### config.mk
export PLATFORM = sky130hd
export DESIGN_NAME = pdma_top
export DESIGN_NICKNAME = d
export VERILOG_FILES = /design/src/pdma_pkg.sv /design/src/pdma_channel.sv /design/src/pdma_top.sv
export VERILOG_INCLUDE_DIRS = /design/src /design/src/src
export SDC_FILE = /design/constraint.sdc
export NUM_CORES = 1
export LEC_CHECK = 0
export BUFFER_PORTS_ARGS = -buffer_cell sky130_fd_sc_hd__buf_4
export CELL_PAD_IN_SITES_DETAIL_PLACEMENT = 0
export CELL_PAD_IN_SITES_GLOBAL_PLACEMENT = 1
export CORE_UTILIZATION = 48
export DETAILED_ROUTE_END_ITERATION = 16
export PLACE_DENSITY_LB_ADDON = 0.25
export SLEW_MARGIN = 20
export SYNTH_ARGS = -nofsm -noshare
export SYNTH_HDL_FRONTEND = slang
export SYNTH_SLANG_ARGS = --single-unit
### constraint.sdc
create_clock -name pclk -period 5.8 [get_ports pclk]
set_clock_uncertainty 0.1 [all_clocks]
set_input_delay 0.29 -clock pclk [delete_from_list [all_inputs] [get_ports pclk]]
set_output_delay 0.29 -clock pclk [all_outputs]
set_load 0.005 [all_outputs]
### src/pdma_consts.svh
// offsets, field positions, reset values and sizes for the peripheral dma channel pair
`ifndef PDMA_CONSTS_SVH
`define PDMA_CONSTS_SVH

`define OFS_RX_ADDR        12'h100
`define OFS_RX_COUNT       12'h104
`define OFS_TX_ADDR        12'h108
`define OFS_TX_COUNT       12'h10C
`define OFS_RX_NEXT_ADDR   12'h110
`define OFS_RX_NEXT_COUNT  12'h114
`define OFS_TX_NEXT_ADDR   12'h118
`define OFS_TX_NEXT_COUNT  12'h11C
`define OFS_XFER_CTRL      12'h120
`define OFS_XFER_STAT      12'h124
`define OFS_IRQ_STATUS     12'h128
`define OFS_IRQ_MASK       12'h12C
`define OFS_XFER_SIZE      12'h130

`define CTRL_RX_EN_BIT     0
`define CTRL_RX_DIS_BIT    1
`define CTRL_TX_EN_BIT     8
`define CTRL_TX_DIS_BIT    9
`define STAT_RX_EN_BIT     0
`define STAT_TX_EN_BIT     8

`define EV_RX_END          0
`define EV_RX_FULL         1
`define EV_TX_END          2
`define EV_TX_EMPTY        3

`define COUNT_W            16
`define ADDR_RESET         32'h0000_0000
`define COUNT_RESET        16'h0000

`endif

### src/pdma_pkg.sv
// types shared by the peripheral dma channel pair
package pdma_pkg;
	// transfer width, selects pointer step of 1, 2 or 4
	typedef enum logic [1:0] {
		XFER_BYTE = 2'h0,
		XFER_HALF = 2'h1,
		XFER_WORD = 2'h2
	} xfer_size_e;

	// bus engine states, one-hot
	typedef enum logic [2:0] {
		ST_IDLE = 3'b001,
		ST_RX   = 3'b010,
		ST_TX   = 3'b100
	} eng_state_e;
endpackage : pdma_pkg

### src/pdma_channel.sv
// one dma direction: current and next pointer/counter with chaining reload
`timescale 1ns/100ps
`default_nettype none
`include "pdma_consts.svh"

module pdma_channel
	import pdma_pkg::*;
(
	input  wire logic                 pclk,
	input  wire logic                 presetn,
	input  wire logic                 wr_addr,
	input  wire logic                 wr_count,
	input  wire logic                 wr_next_addr,
	input  wire logic                 wr_next_count,
	input  wire logic [31:0]          wdata,
	input  wire logic                 xfer_done,
	input  wire logic [2:0]           step,
	output logic      [31:0]          cur_addr_q,
	output logic      [15:0]          cur_count_q,
	output logic      [31:0]          next_addr_q,
	output logic      [15:0]          next_count_q,
	output logic                      end_flag,
	output logic                      full_flag
);
	logic reload;
	logic [15:0] dec_count;

	assign dec_count = cur_count_q - 16'h0001;
	// chain when the running buffer finishes and a next buffer is waiting
	assign reload    = (cur_count_q == `COUNT_RESET) && (next_count_q != `COUNT_RESET);

	// current pointer and counter; a software write overrides the engine
	always_ff @(posedge pclk or negedge presetn)
	begin
		if (!presetn)
		begin
			cur_addr_q  <= `ADDR_RESET;
			cur_count_q <= `COUNT_RESET;
		end
		else
		begin
			if (wr_addr)
				cur_addr_q <= wdata;
			// RULE11: reload from next
			else if (reload)
				cur_addr_q <= next_addr_q;
			// RULE12: pointer advance
			else if (xfer_done)
				cur_addr_q <= cur_addr_q + {29'h0, step};
			if (wr_count)
				cur_count_q <= wdata[15:0];
			else if (reload)
				cur_count_q <= next_count_q;
			// RULE12: counter decrement
			else if (xfer_done)
				cur_count_q <= dec_count;
		end
	end

	// next pointer and counter, upper count bits are not stored
	always_ff @(posedge pclk or negedge presetn)
	begin
		if (!presetn)
		begin
			next_addr_q  <= `ADDR_RESET;
			next_count_q <= `COUNT_RESET;
		end
		else
		begin
			// RULE1: next address store
			if (wr_next_addr)
				next_addr_q <= wdata;
			// RULE2: next count field
			if (wr_next_count)
				next_count_q <= wdata[15:0];
			// RULE11: next count cleared
			else if (reload)
				next_count_q <= `COUNT_RESET;
		end
	end

	// RULE13: end and full levels
	assign end_flag  = (cur_count_q == `COUNT_RESET);
	assign full_flag = end_flag && (next_count_q == `COUNT_RESET);
endmodule : pdma_channel
`default_nettype wire

### src/pdma_top.sv
// peripheral dma channel pair with apb registers, bus engine and interrupt
// Overview of operation
// RULE1: a 32-bit receive next address becomes the receive destination once the buffer fills.
// RULE2: the receive next count holds the chained buffer size in bits 15 to 0.
// RULE3: a 32-bit transmit next address becomes the transmit source once the buffer empties.
// RULE4: the transmit next count holds the chained buffer size in bits 15 to 0.
// RULE5: writing one to control bit 0 enables receive requests unless bit 1 is also one.
// RULE6: writing one to control bit 1 disables receive requests.
// RULE7: writing one to control bit 8 enables transmit requests.
// RULE8: writing one to control bit 9 disables transmit requests.
// RULE9: status bit 0 shows whether receive requests are enabled.
// RULE10: status bit 8 shows whether transmit requests are enabled.
// RULE11: at a zero counter the next values load into the current ones and next count clears.
// RULE12: each transfer decrements the counter and steps the pointer by 1, 2 or 4.
// RULE13: end flag at zero current count, full/empty flag when next count is zero too.
// RULE14: writing a current or next counter clears that channel's end flag.
// RULE15: if transmit enable and disable are written together, disable wins.
// RULE16: unused count and status bits read zero and ignore writes.
`timescale 1ns/100ps
`default_nettype none
`include "pdma_consts.svh"

module pdma_top
	import pdma_pkg::*;
(
	input  wire logic                 pclk,
	input  wire logic                 presetn,
	input  wire logic                 psel,
	input  wire logic                 penable,
	input  wire logic                 pwrite,
	input  wire logic [11:0]          paddr,
	input  wire logic [31:0]          pwdata,
	output logic      [31:0]          prdata,
	output logic                      pready,
	output logic                      pslverr,
	input  wire logic                 rx_ready,
	input  wire logic                 tx_ready,
	input  wire logic [31:0]          periph_rx_data,
	output logic                      periph_rx_ack,
	output logic      [31:0]          periph_tx_data,
	output logic                      periph_tx_ack,
	output logic                      mem_req,
	output logic                      mem_write,
	output logic      [31:0]          mem_addr,
	output logic      [31:0]          mem_wdata,
	input  wire logic                 mem_ack,
	input  wire logic [31:0]          mem_rdata,
	output logic                      irq
);
	import pdma_pkg::*;

	logic        wr_en;
	logic        rd_en;
	logic        rx_en_q;
	logic        tx_en_q;
	logic [1:0]  size_q;
	logic [3:0]  irq_stat_q;
	logic [3:0]  irq_mask_q;
	logic [3:0]  ev_set;
	logic [3:0]  lvl_q;
	logic [3:0]  lvl_d;
	logic [2:0]  step;
	eng_state_e  state_q;
	logic        rx_done;
	logic        tx_done;
	logic        rx_rdy_s1_q, rx_rdy_q;
	logic        tx_rdy_s1_q, tx_rdy_q;
	logic [1:0]  xfer_hold_q;
	logic [3:0]  stat_clr;
	logic [31:0] rx_cur_addr, rx_next_addr, tx_cur_addr, tx_next_addr;
	logic [15:0] rx_cur_count, rx_next_count, tx_cur_count, tx_next_count;
	logic        rx_end_flag, rx_full_flag, tx_end_flag, tx_empty_flag;
	logic        rx_cnt_wr, tx_cnt_wr;

	// single-cycle apb slave, no wait states
	assign wr_en   = psel && penable && pwrite;
	assign rd_en   = psel && !penable && !pwrite;
	assign pready  = 1'b1;
	assign pslverr = 1'b0;

	// pointer step from transfer width
	assign step = (size_q == XFER_WORD) ? 3'h4 : (size_q == XFER_HALF) ? 3'h2 : 3'h1;

	// ready lines come from the peripheral clocking; resync before use
	// the synced copy lags two cycles, so it is ignored for two cycles after an ack
	always_ff @(posedge pclk or negedge presetn)
	begin
		if (!presetn)
		begin
			rx_rdy_s1_q <= 1'b0;
			rx_rdy_q    <= 1'b0;
			tx_rdy_s1_q <= 1'b0;
			tx_rdy_q    <= 1'b0;
			xfer_hold_q <= 2'b00;
		end
		else
		begin
			rx_rdy_s1_q <= rx_ready;
			rx_rdy_q    <= rx_rdy_s1_q;
			tx_rdy_s1_q <= tx_ready;
			tx_rdy_q    <= tx_rdy_s1_q;
			xfer_hold_q <= (rx_done || tx_done) ? 2'b11 : {1'b0, xfer_hold_q[1]};
		end
	end

	// control register is write-only; enables live here
	always_ff @(posedge pclk or negedge presetn)
	begin
		if (!presetn)
		begin
			rx_en_q <= 1'b0;
			tx_en_q <= 1'b0;
		end
		else if (wr_en && paddr == `OFS_XFER_CTRL)
		begin
			// RULE6: receive disable
			if (pwdata[`CTRL_RX_DIS_BIT])
				rx_en_q <= 1'b0;
			// RULE5: receive enable
			else if (pwdata[`CTRL_RX_EN_BIT])
				rx_en_q <= 1'b1;
			// RULE8: transmit disable
			// RULE15: disable wins
			if (pwdata[`CTRL_TX_DIS_BIT])
				tx_en_q <= 1'b0;
			// RULE7: transmit enable
			else if (pwdata[`CTRL_TX_EN_BIT])
				tx_en_q <= 1'b1;
		end
	end

	// transfer width register
	always_ff @(posedge pclk or negedge presetn)
	begin
		if (!presetn)
			size_q <= XFER_BYTE;
		else if (wr_en && paddr == `OFS_XFER_SIZE)
			size_q <= pwdata[1:0];
	end

	// bus engine: receive served first, one transfer per memory handshake
	always_ff @(posedge pclk or negedge presetn)
	begin
		if (!presetn)
		begin
			state_q        <= ST_IDLE;
			mem_req        <= 1'b0;
			mem_write      <= 1'b0;
			mem_addr       <= 32'h0000_0000;
			mem_wdata      <= 32'h0000_0000;
			periph_tx_data <= 32'h0000_0000;
		end
		else
		begin
			case (state_q)
				ST_IDLE:
				begin
					if (rx_en_q && rx_rdy_q && !rx_end_flag && !rx_cnt_wr && !xfer_hold_q[0])
					begin
						state_q   <= ST_RX;
						mem_req   <= 1'b1;
						mem_write <= 1'b1;
						mem_addr  <= rx_cur_addr;
						mem_wdata <= periph_rx_data;
					end
					else if (tx_en_q && tx_rdy_q && !tx_end_flag && !tx_cnt_wr && !xfer_hold_q[0])
					begin
						state_q   <= ST_TX;
						mem_req   <= 1'b1;
						mem_write <= 1'b0;
						mem_addr  <= tx_cur_addr;
					end
				end
				ST_RX:
				begin
					if (mem_ack)
					begin
						state_q <= ST_IDLE;
						mem_req <= 1'b0;
					end
				end
				ST_TX:
				begin
					if (mem_ack)
					begin
						state_q        <= ST_IDLE;
						mem_req        <= 1'b0;
						periph_tx_data <= mem_rdata;
					end
				end
				default:
				begin
					state_q <= ST_IDLE;
					mem_req <= 1'b0;
				end
			endcase
		end
	end

	assign rx_done       = (state_q == ST_RX) && mem_ack;
	assign tx_done       = (state_q == ST_TX) && mem_ack;
	assign periph_rx_ack = rx_done;
	assign periph_tx_ack = tx_done;
	assign rx_cnt_wr = wr_en && (paddr == `OFS_RX_COUNT || paddr == `OFS_RX_NEXT_COUNT);
	assign tx_cnt_wr = wr_en && (paddr == `OFS_TX_COUNT || paddr == `OFS_TX_NEXT_COUNT);

	// receive channel
	// RULE1: receive next pointer
	pdma_channel u_rx (
		.pclk          (pclk),
		.presetn       (presetn),
		.wr_addr       (wr_en && paddr == `OFS_RX_ADDR),
		.wr_count      (wr_en && paddr == `OFS_RX_COUNT),
		.wr_next_addr  (wr_en && paddr == `OFS_RX_NEXT_ADDR),
		.wr_next_count (wr_en && paddr == `OFS_RX_NEXT_COUNT),
		.wdata         (pwdata),
		.xfer_done     (rx_done),
		.step          (step),
		.cur_addr_q    (rx_cur_addr),
		.cur_count_q   (rx_cur_count),
		.next_addr_q   (rx_next_addr),
		.next_count_q  (rx_next_count),
		.end_flag      (rx_end_flag),
		.full_flag     (rx_full_flag)
	);

	// transmit channel
	// RULE3: transmit next pointer
	// RULE4: transmit next count
	pdma_channel u_tx (
		.pclk          (pclk),
		.presetn       (presetn),
		.wr_addr       (wr_en && paddr == `OFS_TX_ADDR),
		.wr_count      (wr_en && paddr == `OFS_TX_COUNT),
		.wr_next_addr  (wr_en && paddr == `OFS_TX_NEXT_ADDR),
		.wr_next_count (wr_en && paddr == `OFS_TX_NEXT_COUNT),
		.wdata         (pwdata),
		.xfer_done     (tx_done),
		.step          (step),
		.cur_addr_q    (tx_cur_addr),
		.cur_count_q   (tx_cur_count),
		.next_addr_q   (tx_next_addr),
		.next_count_q  (tx_next_count),
		.end_flag      (tx_end_flag),
		.full_flag     (tx_empty_flag)
	);

	// sticky events on rising edge of each flag level
	assign lvl_d  = {tx_empty_flag, tx_end_flag, rx_full_flag, rx_end_flag};
	assign ev_set = lvl_d & ~lvl_q;

	// flag levels start high so that reset does not fire events
	always_ff @(posedge pclk or negedge presetn)
	begin
		if (!presetn)
			lvl_q <= 4'hF;
		else
			lvl_q <= lvl_d;
	end

	// write-one clear from software; counter writes also drop the end bits (0 and 2)
	// RULE14: counter write clears end
	assign stat_clr = ((wr_en && paddr == `OFS_IRQ_STATUS) ? pwdata[3:0] : 4'h0)
		| {1'b0, tx_cnt_wr, 1'b0, rx_cnt_wr};

	// set beats clear in the same cycle, so no event is lost
	always_ff @(posedge pclk or negedge presetn)
	begin
		if (!presetn)
			irq_stat_q <= 4'h0;
		else
			irq_stat_q <= (irq_stat_q & ~stat_clr) | ev_set;
	end

	// interrupt mask
	always_ff @(posedge pclk or negedge presetn)
	begin
		if (!presetn)
			irq_mask_q <= 4'h0;
		else if (wr_en && paddr == `OFS_IRQ_MASK)
			irq_mask_q <= pwdata[3:0];
	end

	assign irq = |(irq_stat_q & irq_mask_q);

	// read data registered in setup so it is valid in the access phase
	always_ff @(posedge pclk or negedge presetn)
	begin
		if (!presetn)
			prdata <= 32'h0000_0000;
		else if (rd_en)
		begin
			if (paddr == `OFS_RX_ADDR)
				prdata <= rx_cur_addr;
			// RULE16: upper count bits zero
			else if (paddr == `OFS_RX_COUNT)
				prdata <= {16'h0000, rx_cur_count};
			else if (paddr == `OFS_TX_ADDR)
				prdata <= tx_cur_addr;
			else if (paddr == `OFS_TX_COUNT)
				prdata <= {16'h0000, tx_cur_count};
			else if (paddr == `OFS_RX_NEXT_ADDR)
				prdata <= rx_next_addr;
			else if (paddr == `OFS_RX_NEXT_COUNT)
				prdata <= {16'h0000, rx_next_count};
			else if (paddr == `OFS_TX_NEXT_ADDR)
				prdata <= tx_next_addr;
			else if (paddr == `OFS_TX_NEXT_COUNT)
				prdata <= {16'h0000, tx_next_count};
			// RULE9: receive enable status
			// RULE10: transmit enable status
			else if (paddr == `OFS_XFER_STAT)
				prdata <= {23'h0, tx_en_q, 7'h0, rx_en_q};
			else if (paddr == `OFS_IRQ_STATUS)
				prdata <= {28'h0, irq_stat_q};
			else if (paddr == `OFS_IRQ_MASK)
				prdata <= {28'h0, irq_mask_q};
			else if (paddr == `OFS_XFER_SIZE)
				prdata <= {30'h0, size_q};
			else
				prdata <= 32'h0000_0000;
		end
	end

	// control write with both bits set leaves receive disabled
	rx_dis_wins_a: assert property (@(posedge pclk) disable iff (!presetn)
		wr_en && paddr == `OFS_XFER_CTRL && pwdata[1] |=> !rx_en_q) // RULE6
		else $error("rx disable did not win");
	tx_dis_wins_a: assert property (@(posedge pclk) disable iff (!presetn)
		wr_en && paddr == `OFS_XFER_CTRL && pwdata[9] |=> !tx_en_q) // RULE15
		else $error("tx disable did not win");
	rx_enable_a: assert property (@(posedge pclk) disable iff (!presetn)
		wr_en && paddr == `OFS_XFER_CTRL && pwdata[1:0] == 2'h1 |=> rx_en_q) // RULE5
		else $error("rx enable lost");
	tx_enable_a: assert property (@(posedge pclk) disable iff (!presetn)
		wr_en && paddr == `OFS_XFER_CTRL && pwdata[9:8] == 2'h1 |=> tx_en_q) // RULE7
		else $error("tx enable lost");
	ctrl_zero_hold_a: assert property (@(posedge pclk) disable iff (!presetn)
		wr_en && paddr == `OFS_XFER_CTRL && pwdata[9:8] == 2'h0
		|=> tx_en_q == $past(tx_en_q)) // RULE8
		else $error("tx enable changed on zero write");
	status_read_a: assert property (@(posedge pclk) disable iff (!presetn)
		rd_en && paddr == `OFS_XFER_STAT |=> prdata[0] == $past(rx_en_q)
		&& prdata[8] == $past(tx_en_q) && prdata[7:1] == 7'h0) // RULE9
		else $error("status read mismatch");
	rx_reload_a: assert property (@(posedge pclk) disable iff (!presetn)
		rx_cur_count == 16'h0 && rx_next_count != 16'h0 && !wr_en
		|=> rx_cur_count == $past(rx_next_count) && rx_next_count == 16'h0
		&& rx_cur_addr == $past(rx_next_addr)) // RULE11
		else $error("rx chain reload wrong");
	rx_step_a: assert property (@(posedge pclk) disable iff (!presetn)
		rx_done && rx_cur_count != 16'h0 && !wr_en
		|=> rx_cur_count == $past(rx_cur_count) - 16'h1
		&& rx_cur_addr == $past(rx_cur_addr) + {29'h0, $past(step)}) // RULE12
		else $error("rx step wrong");
	tx_empty_ev_a: assert property (@(posedge pclk) disable iff (!presetn)
		$rose(tx_empty_flag) |=> irq_stat_q[`EV_TX_EMPTY]) // RULE13
		else $error("tx empty event not latched");
	end_clear_a: assert property (@(posedge pclk) disable iff (!presetn)
		rx_cnt_wr && !ev_set[0] |=> !irq_stat_q[0]) // RULE14
		else $error("rx end not cleared");
	count_upper_a: assert property (@(posedge pclk) disable iff (!presetn)
		rd_en && paddr == `OFS_TX_NEXT_COUNT |=> prdata[31:16] == 16'h0) // RULE16
		else $error("upper count bits not zero");

	rx_xfer_c: cover property (@(posedge pclk) disable iff (!presetn) rx_done);
	tx_xfer_c: cover property (@(posedge pclk) disable iff (!presetn) tx_done);
	rx_chain_c: cover property (@(posedge pclk) disable iff (!presetn)
		rx_cur_count == 16'h0 && rx_next_count != 16'h0);
	irq_c: cover property (@(posedge pclk) disable iff (!presetn) irq);
endmodule : pdma_top
`default_nettype wire

==> results of run 1 <==
==> worst max-delay path: stages (launching register included) <==
cell and delay, ns:
dfrtp_1 0.41, inv_1 0.09, ha_1 0.26, or4b_1 0.58
nand4b_1 0.37, inv_1 0.30, a211oi_4 0.12, o21ai_4 0.54
buf_4 0.44, o21ai_0 0.16
==> through the flow <==
step | util (%) | std cells | total power [W] | instance area (sq um)
2_1_floorplan | - | 1988 | 0.00408 | 18400
3_3_place_gp | 54.6 | 2635 | 0.00472 | 20600
3_5_place_dp | 54.6 | 2635 | 0.00474 | 20600
4_1_cts | 60.8 | 2803 | 0.00737 | 22900
5_1_grt | 60.8 | 2803 | 0.00770 | 22900
6_report | 60.8 | 2803 | 0.00738 | 22900
==> power by group through the flow <==
stage	clock [W]	combinational, W	sequential [W]
after floorplan	0	0.00104	0.00304
after global placement	0	0.00149	0.00324
after detailed placement	0	0.00150	0.00324
after CTS	0.00261	0.00157	0.00320
after global routing	0.00270	0.00176	0.00324
final	0.00257	0.00159	0.00322
==> final timing paths <==
check | start | end | slack (ns) | depth (start not counted)
worst max-delay path | u_rx.cur_count_q[0] | mem_addr[22] | 2.26 | 9
worst min-delay path | paddr[5] | size_q[1] | 0.17 | 5
worst max register to register | u_rx.cur_count_q[0] | mem_addr[22] | 2.26 | 9
worst min register to register | rx_rdy_s1_q | rx_rdy_q | 0.25 | 0
max in group asynchronous | presetn | u_tx.cur_addr_q[22] | 3.97 | 3
min in group asynchronous | presetn | mem_wdata[26] | 0.21 | 2
==> state kept, by name (all words and copies together) (netlist names), 32 cells and up <==
| signal | flops |
|---|---|
| periph_tx_data | 32 |
| prdata | 32 |
| mem_wdata | 32 |
| mem_addr | 32 |
| u_rx.cur_addr_q | 32 |
| u_tx.cur_addr_q | 32 |
| u_tx.next_addr_q | 32 |
| u_rx.next_addr_q | 32 |
==> synth_stat cells (7+ instances only) <==
cell / instances / area share, %
mux2i_1: 40 / 2.2
o22ai_1: 7 / 0.24
mux2_2: 103 / 6.3
ha_1: 10 / 0.68
or2_2: 8 / 0.27
nor2b_1: 9 / 0.31
a211oi_1: 13 / 0.53
nand4_1: 22 / 0.75
nand3_1: 39 / 1.1
clkbuf_1: 102 / 2.1
or3_1: 17 / 0.58
xnor2_1: 27 / 1.3
a22oi_1: 20 / 0.82
a31oi_1: 7 / 0.24
o211ai_1: 16 / 0.65
nor4_1: 50 / 1.7
a22o_1: 32 / 1.5
o31ai_1: 8 / 0.33
o21ai_0: 191 / 5.2
nor2_1: 100 / 2.0
nor3_1: 50 / 1.4
nor4b_1: 7 / 0.33
o221ai_1: 25 / 1.2
inv_1: 36 / 0.73
buf_2: 14 / 0.38
and3_1: 13 / 0.44
nand2b_1: 7 / 0.24
nand2_1: 377 / 7.7
dfrtp_1: 342 / 46
and4_1: 9 / 0.43
buf_4: 8 / 0.33
a21oi_1: 91 / 2.5
o21ai_1: 11 / 0.30
buf_1: 17 / 0.35
xor2_1: 53 / 2.5
==> cell usage in the layout, fill, tap and decap left out, drive strengths merged, types with 8 or more instances in the layout <==
cell type    netlist  layout
a211oi            13      13
a21oi             92      92
a22o              32      32
a22oi             20      20
and3              13      13
and4               9       9
buf               44     282
clkbuf           102      56
dfrtp            342     342
dlygate4sd3        0     100
ha                10      10
inv               36      38
mux2             103     103
mux2i             40      40
nand2            379     379
nand3             40      40
nand4             22      22
nor2             101     101
nor2b              9       9
nor3              51      51
nor4              57      57
nor4b              9       9
o211ai            16      16
o21ai            203     203
o221ai            25      25
o31ai              8       8
or2                8       8
or3               18      18
xnor2             27      27
xor2              53      53
==> routing by layer <==
metal	up-vias	track usage, %	part of all wire, %
met1	8540	50.7	42
met3	196	6.73	8.1
met2	839	56.5	45
li1	7650	-	-
met5	-	0	0
met4	0	18.2	5.3
==> area by class of cell <==
class,instances,area (sq um)
Tap cell,511,639
Clock buffer,56,1140
Sequential cell,347,8690
Inverter,37,139
Fill cell,3284,14800
Clock inverter,12,170
Timing Repair Buffer,382,3140
Multi-Input combinational cell,1458,9030
==> cell families (layout without fill, tap and decap cells) <==
| group | Yosys count | in the layout | share of synthesized area [%] |
|---|---|---|---|
| other | 2 | 2 | 0.0408 |
| multiplexers | 143 | 143 | 8.47 |
| AND/OR/NAND/NOR | 755 | 755 | 19.8 |
| flip-flops | 347 | 347 | 47.2 |
| adder cells (fa/ha/maj) | 12 | 12 | 0.897 |
| XOR/XNOR | 80 | 80 | 3.80 |
| AO/OA/AOI/OAI | 466 | 466 | 15.6 |
| buffers and inverters | 183 | 487 | 4.19 |
==> impl_metrics.ini, run 1 <==
[run_status]
outcome = finished, final reports clean

[sta]
finalSetupViolCount = 0
fmax_ghz = 0.283
finalSetupTns_ns = 0
hold_viol = 0
slew_violations = 0
worstMarginPinSlew_ns = 1.13
post-route-min-period_ns = 3.54
finalCritPeriodShare_pct = 61.0
setup_slack_ns = 2.26
whs_ns = 0.174
rsz0062_at_grt = no
slew_headroom_pct = 23.9

[clock_network]
hold_buffers = 100
cts.path.max_buffers = 3
cts-htree-levels = 2
path_clk_slew_ns = 0.06
cts_root_buf = clkbuf_16
postCtsSetupRepairBufs = 0
cts.sink_count = 347
worstSkewPairLatency_ns = 0.57
tritoncts = yes
cts_resized = 0
cts_buffers = 39

[routing]
drt_iter0_markers = 1688
drt-total-wl_um = 71700
via_count = 17200
dr.pass1.iters = 6
wl_per_cell_um = 25.6
vias_per_cell = 6.15
drc_errors = 0
postRouteAntennaNets = 0

[grt]
globalRouteTotalUtil_pct = 37.0
grt_max_degree = 139
grt_pass1_wl_um = 107000
grt_pass1_vias = 16600
grt_overflow = 0
antenna_found_initial = 0

[placed_design]
dpl.hpwl_um = 49100
preCtsSetupSlack_ns = 2.29
gp_congestion = 1.04
io_buffers = 248

[floorplanning]
fp.dieArea_sq_um = 39200
coreArea_sq_um = 37800
die_w_um = 198
die_y_um = 198
io_pins = 251
initial_utilization_pct = 48.8
rows = 71

[setup_path]
cp-end-kind = flop
cp_max_fo = 40
crit_arrival_ns = 3.85
worst_ep_required_time_ns = 6.12
crit_path_start_kind = flop
crit_type = flop to flop

[finish]
antenna_cells = 0
fin_nets = 2393
layout-drive-gt1-share_pct = 21.4
area_delta_synth_final_pct = 24.6

[yosys]
synth_seq_cells = 347
synth_cell_types = 81
synth-seq-area-share_pct = 47.2
netlist_area_sq_um = 18400
synth_area_per_cell_sq_um = 9.27
syn-num-nets = 2116
yosys_warnings = 0
synthFlopType = dfrtp_1
synthCells = 1988
synth_edf_count = 0
ys_async_sr_fraction_pct = 100

[hold_path]
min_path_type = primary input to flop

[power]
p_per_area_nw_per_um2 = 322
switchingPower_w = 0.00245
irDropWorstVdd_uv = 207
swShare_pct = 33.2
pwr-share-seq_pct = 43.6
leakagePower_nw = 10.8
pwr-share-comb_pct = 21.5
pwr-share-clk_pct = 34.8
p_int_w = 0.00493

[run]
cap_viol_max_count = 0
Power figures use the tool's default switching activity.
==> run 2: changes to the inputs <==
--- a/config.mk
+++ b/config.mk
@@ -9,7 +9,7 @@
 export BUFFER_PORTS_ARGS = -buffer_cell sky130_fd_sc_hd__buf_4
 export CELL_PAD_IN_SITES_DETAIL_PLACEMENT = 0
 export CELL_PAD_IN_SITES_GLOBAL_PLACEMENT = 1
-export CORE_UTILIZATION = 48
+export CORE_UTILIZATION = 45
 export DETAILED_ROUTE_END_ITERATION = 16
 export PLACE_DENSITY_LB_ADDON = 0.25
 export SLEW_MARGIN = 20
==> constraint.sdc (replaced) <==
create_clock -name pclk -period 3.31 [get_ports pclk]
set_clock_uncertainty 0.1 [all_clocks]
set_input_delay 0.1655 -clock pclk [delete_from_list [all_inputs] [get_ports pclk]]
set_output_delay 0.1655 -clock pclk [all_outputs]
set_load 0.005 [all_outputs]
==> impl_metrics.ini, run 2 (synthesis gave the netlist of run 1 again) <==
[routing]
wl_met1_um = 30300
drc_errors = 0
dr.pass1.iters = 6
drt-total-wl_um = 72800
top_layer_used = met4
postRouteAntennaNets = 0
met2RoutedLength_um = 33400
detailroute.wirelength.met3_um = 6170
via_count = 17400
drt_iter0_markers = 1788
wl_per_cell_um = 25.4
vias_per_cell = 6.06

[setup_path]
worst_ep_required_time_ns = 3.66
crit_chain = inv_1 -> ha_1 -> or4b_1 -> nand4b_1 -> inv_1 -> and2_1 -> buf_4 -> nor4_1 -> a21oi_1 -> o31ai_1
rr_endpoint = u_rx.cur_addr_q[29]
critPathLaunch = u_rx.cur_count_q[0]
crit_path_end = u_rx.cur_addr_q[29]
crit_path_start_kind = flop
cp_max_fo = 8
reg2reg_slack_ns = 0.21
slowest_stage = or4b_1
cp-end-kind = flop
slowest_delay_ns = 0.58
crit_type = flop to flop
reg2reg_from = u_rx.cur_count_q[0]
reg2reg_depth = 10
crit_arrival_ns = 3.44
cp_common_cell = inv_1

[sta]
slew_violations = 0
finalCritPeriodShare_pct = 93.5
worstMarginPinSlew_ns = 1.13
slew_headroom_pct = 24.3
rsz0062_at_grt = no
hold_viol = 0
post-route-min-period_ns = 3.10
finalSetupTns_ns = 0
fmax_ghz = 0.323
finalSetupViolCount = 0

[placed_design]
gp_congestion = 1.02
io_buffers = 248
dpl.hpwl_um = 51400

[power]
pwr-share-seq_pct = 42.9
leakagePower_nw = 11.1
p_per_area_nw_per_um2 = 557
pwr-share-clk_pct = 34.4
irDropWorstVdd_uv = 369
p_int_w = 0.00873
pwr-share-comb_pct = 22.6
swShare_pct = 33.3
switchingPower_w = 0.00436

[floorplanning]
rows = 73
die_y_um = 204
coreArea_sq_um = 40100
die_w_um = 204
io_pins = 251
initial_utilization_pct = 45.9
fp.dieArea_sq_um = 41700

[clock_network]
worstSkewPairLatency_ns = 0.58
cts_buffers = 40
cts_resized = 0
cts_root_buf = clkbuf_16
postCtsSetupRepairBufs = 0
tritoncts = yes
path_clk_slew_ns = 0.06
cts.sink_count = 347
hold_buffers = 101
cts.path.max_buffers = 3
cts-htree-levels = 2

[run]
cap_viol_max_count = 0

[finish]
final_common_cell = nand2_1
layout_common_cells = nand2_1 (376), dfrtp_1 (342), buf_4 (317)
area_delta_synth_final_pct = 27.6
final_util_pct = 58.6
fin_nets = 2444
nFillCells = 3563
layout-drive-gt1-share_pct = 22.9

[hold_path]
min_path_type = primary input to flop
min_from = psel

[grt]
grt_pass1_vias = 16800
globalRouteTotalUtil_pct = 34.9
antenna_found_initial = 2
grt_max_degree = 90
grt_overflow = 0
grt_pass1_wl_um = 108000

[run_status]
outcome = finished, final reports clean
-- run 2: cell count changes in the layout (fill, tap and decap cells not counted), moves of 2 or more --
cell	delta
inv_6	-2
buf_12	+12
buf_4	+37
a21oi_2	-2
clkbuf_16	+3
diode_2	+2
a21oi_1	+2
bufinv_16	-2
-- run 2: stage by stage --
step / area (sq um) / total power [W] / hold slack [ns] / worst slack [ns] / cells
final: 23500 / 0.0131 / 0.0574 / 0.214 / 2870
after detailed placement: 21200 / 0.00845 / 0.157 / 0.289 / 2698
after global routing: 23500 / 0.0136 / 0.0561 / 0.0976 / 2868
after floorplan: 18400 / 0.00714 / -0.230 / 0.636 / 1988
after CTS: 23500 / 0.0131 / 0.0295 / 0.330 / 2868
after global placement: 21200 / 0.00841 / 0.150 / 0.367 / 2698
-- run 2: per-layer routing --
metal  global-route usage (%)  vias up
met5                        0        -
met4                     14.2        0
met3                     6.35      152
met2                     54.3      868
met1                     47.9     8616
li1                         -     7750
-- run 2: worst min-delay path by stage --
stage / slack (ns) / cells after the start / end
floorplan: -0.23 / 0 / irq_mask_q[0]
global placement: 0.15 / 1 / mem_wdata[23]
detailed placement: 0.16 / 1 / mem_wdata[25]
CTS: 0.03 / 4 / prdata[9]
global route: 0.06 / 4 / prdata[9]
finish: 0.06 / 4 / prdata[9]
-- run 2: critical path, delay by kind of cell (launching register included) --
kind,cells,cell delay (ns)
AOI/OAI and AO/OA,2,0.22
adders and majority gates,1,0.28
DFF,1,0.41
buffers and inverters,3,0.57
and+or+nand+nor,4,1.40
-- run 2: final cells by class --
cell class              instances  area (sq um)  share of cell area [%]
flip-flops and latches        347          8690                    37.0
repair buffers                432          3670                    15.6
well taps                     525           657                    2.80
inverters                      37           139                   0.591
diodes                          2          5.00                  0.0213
clock buffers                  59          1210                    5.17
clock inverters                10           114                   0.485
multi-input cells            1458          9010                    38.4
-- run 2: power by group through the flow --
| stage | clock [W] | sequential [W] | combinational (W) |
|---|---|---|---|
| global route | 0.00471 | 0.00566 | 0.00325 |
| global placement | 0 | 0.00564 | 0.00276 |
| finish | 0.00451 | 0.00562 | 0.00296 |
| CTS | 0.00458 | 0.00558 | 0.00291 |
| floorplan | 0 | 0.00533 | 0.00182 |
| detailed placement | 0 | 0.00565 | 0.00280 |
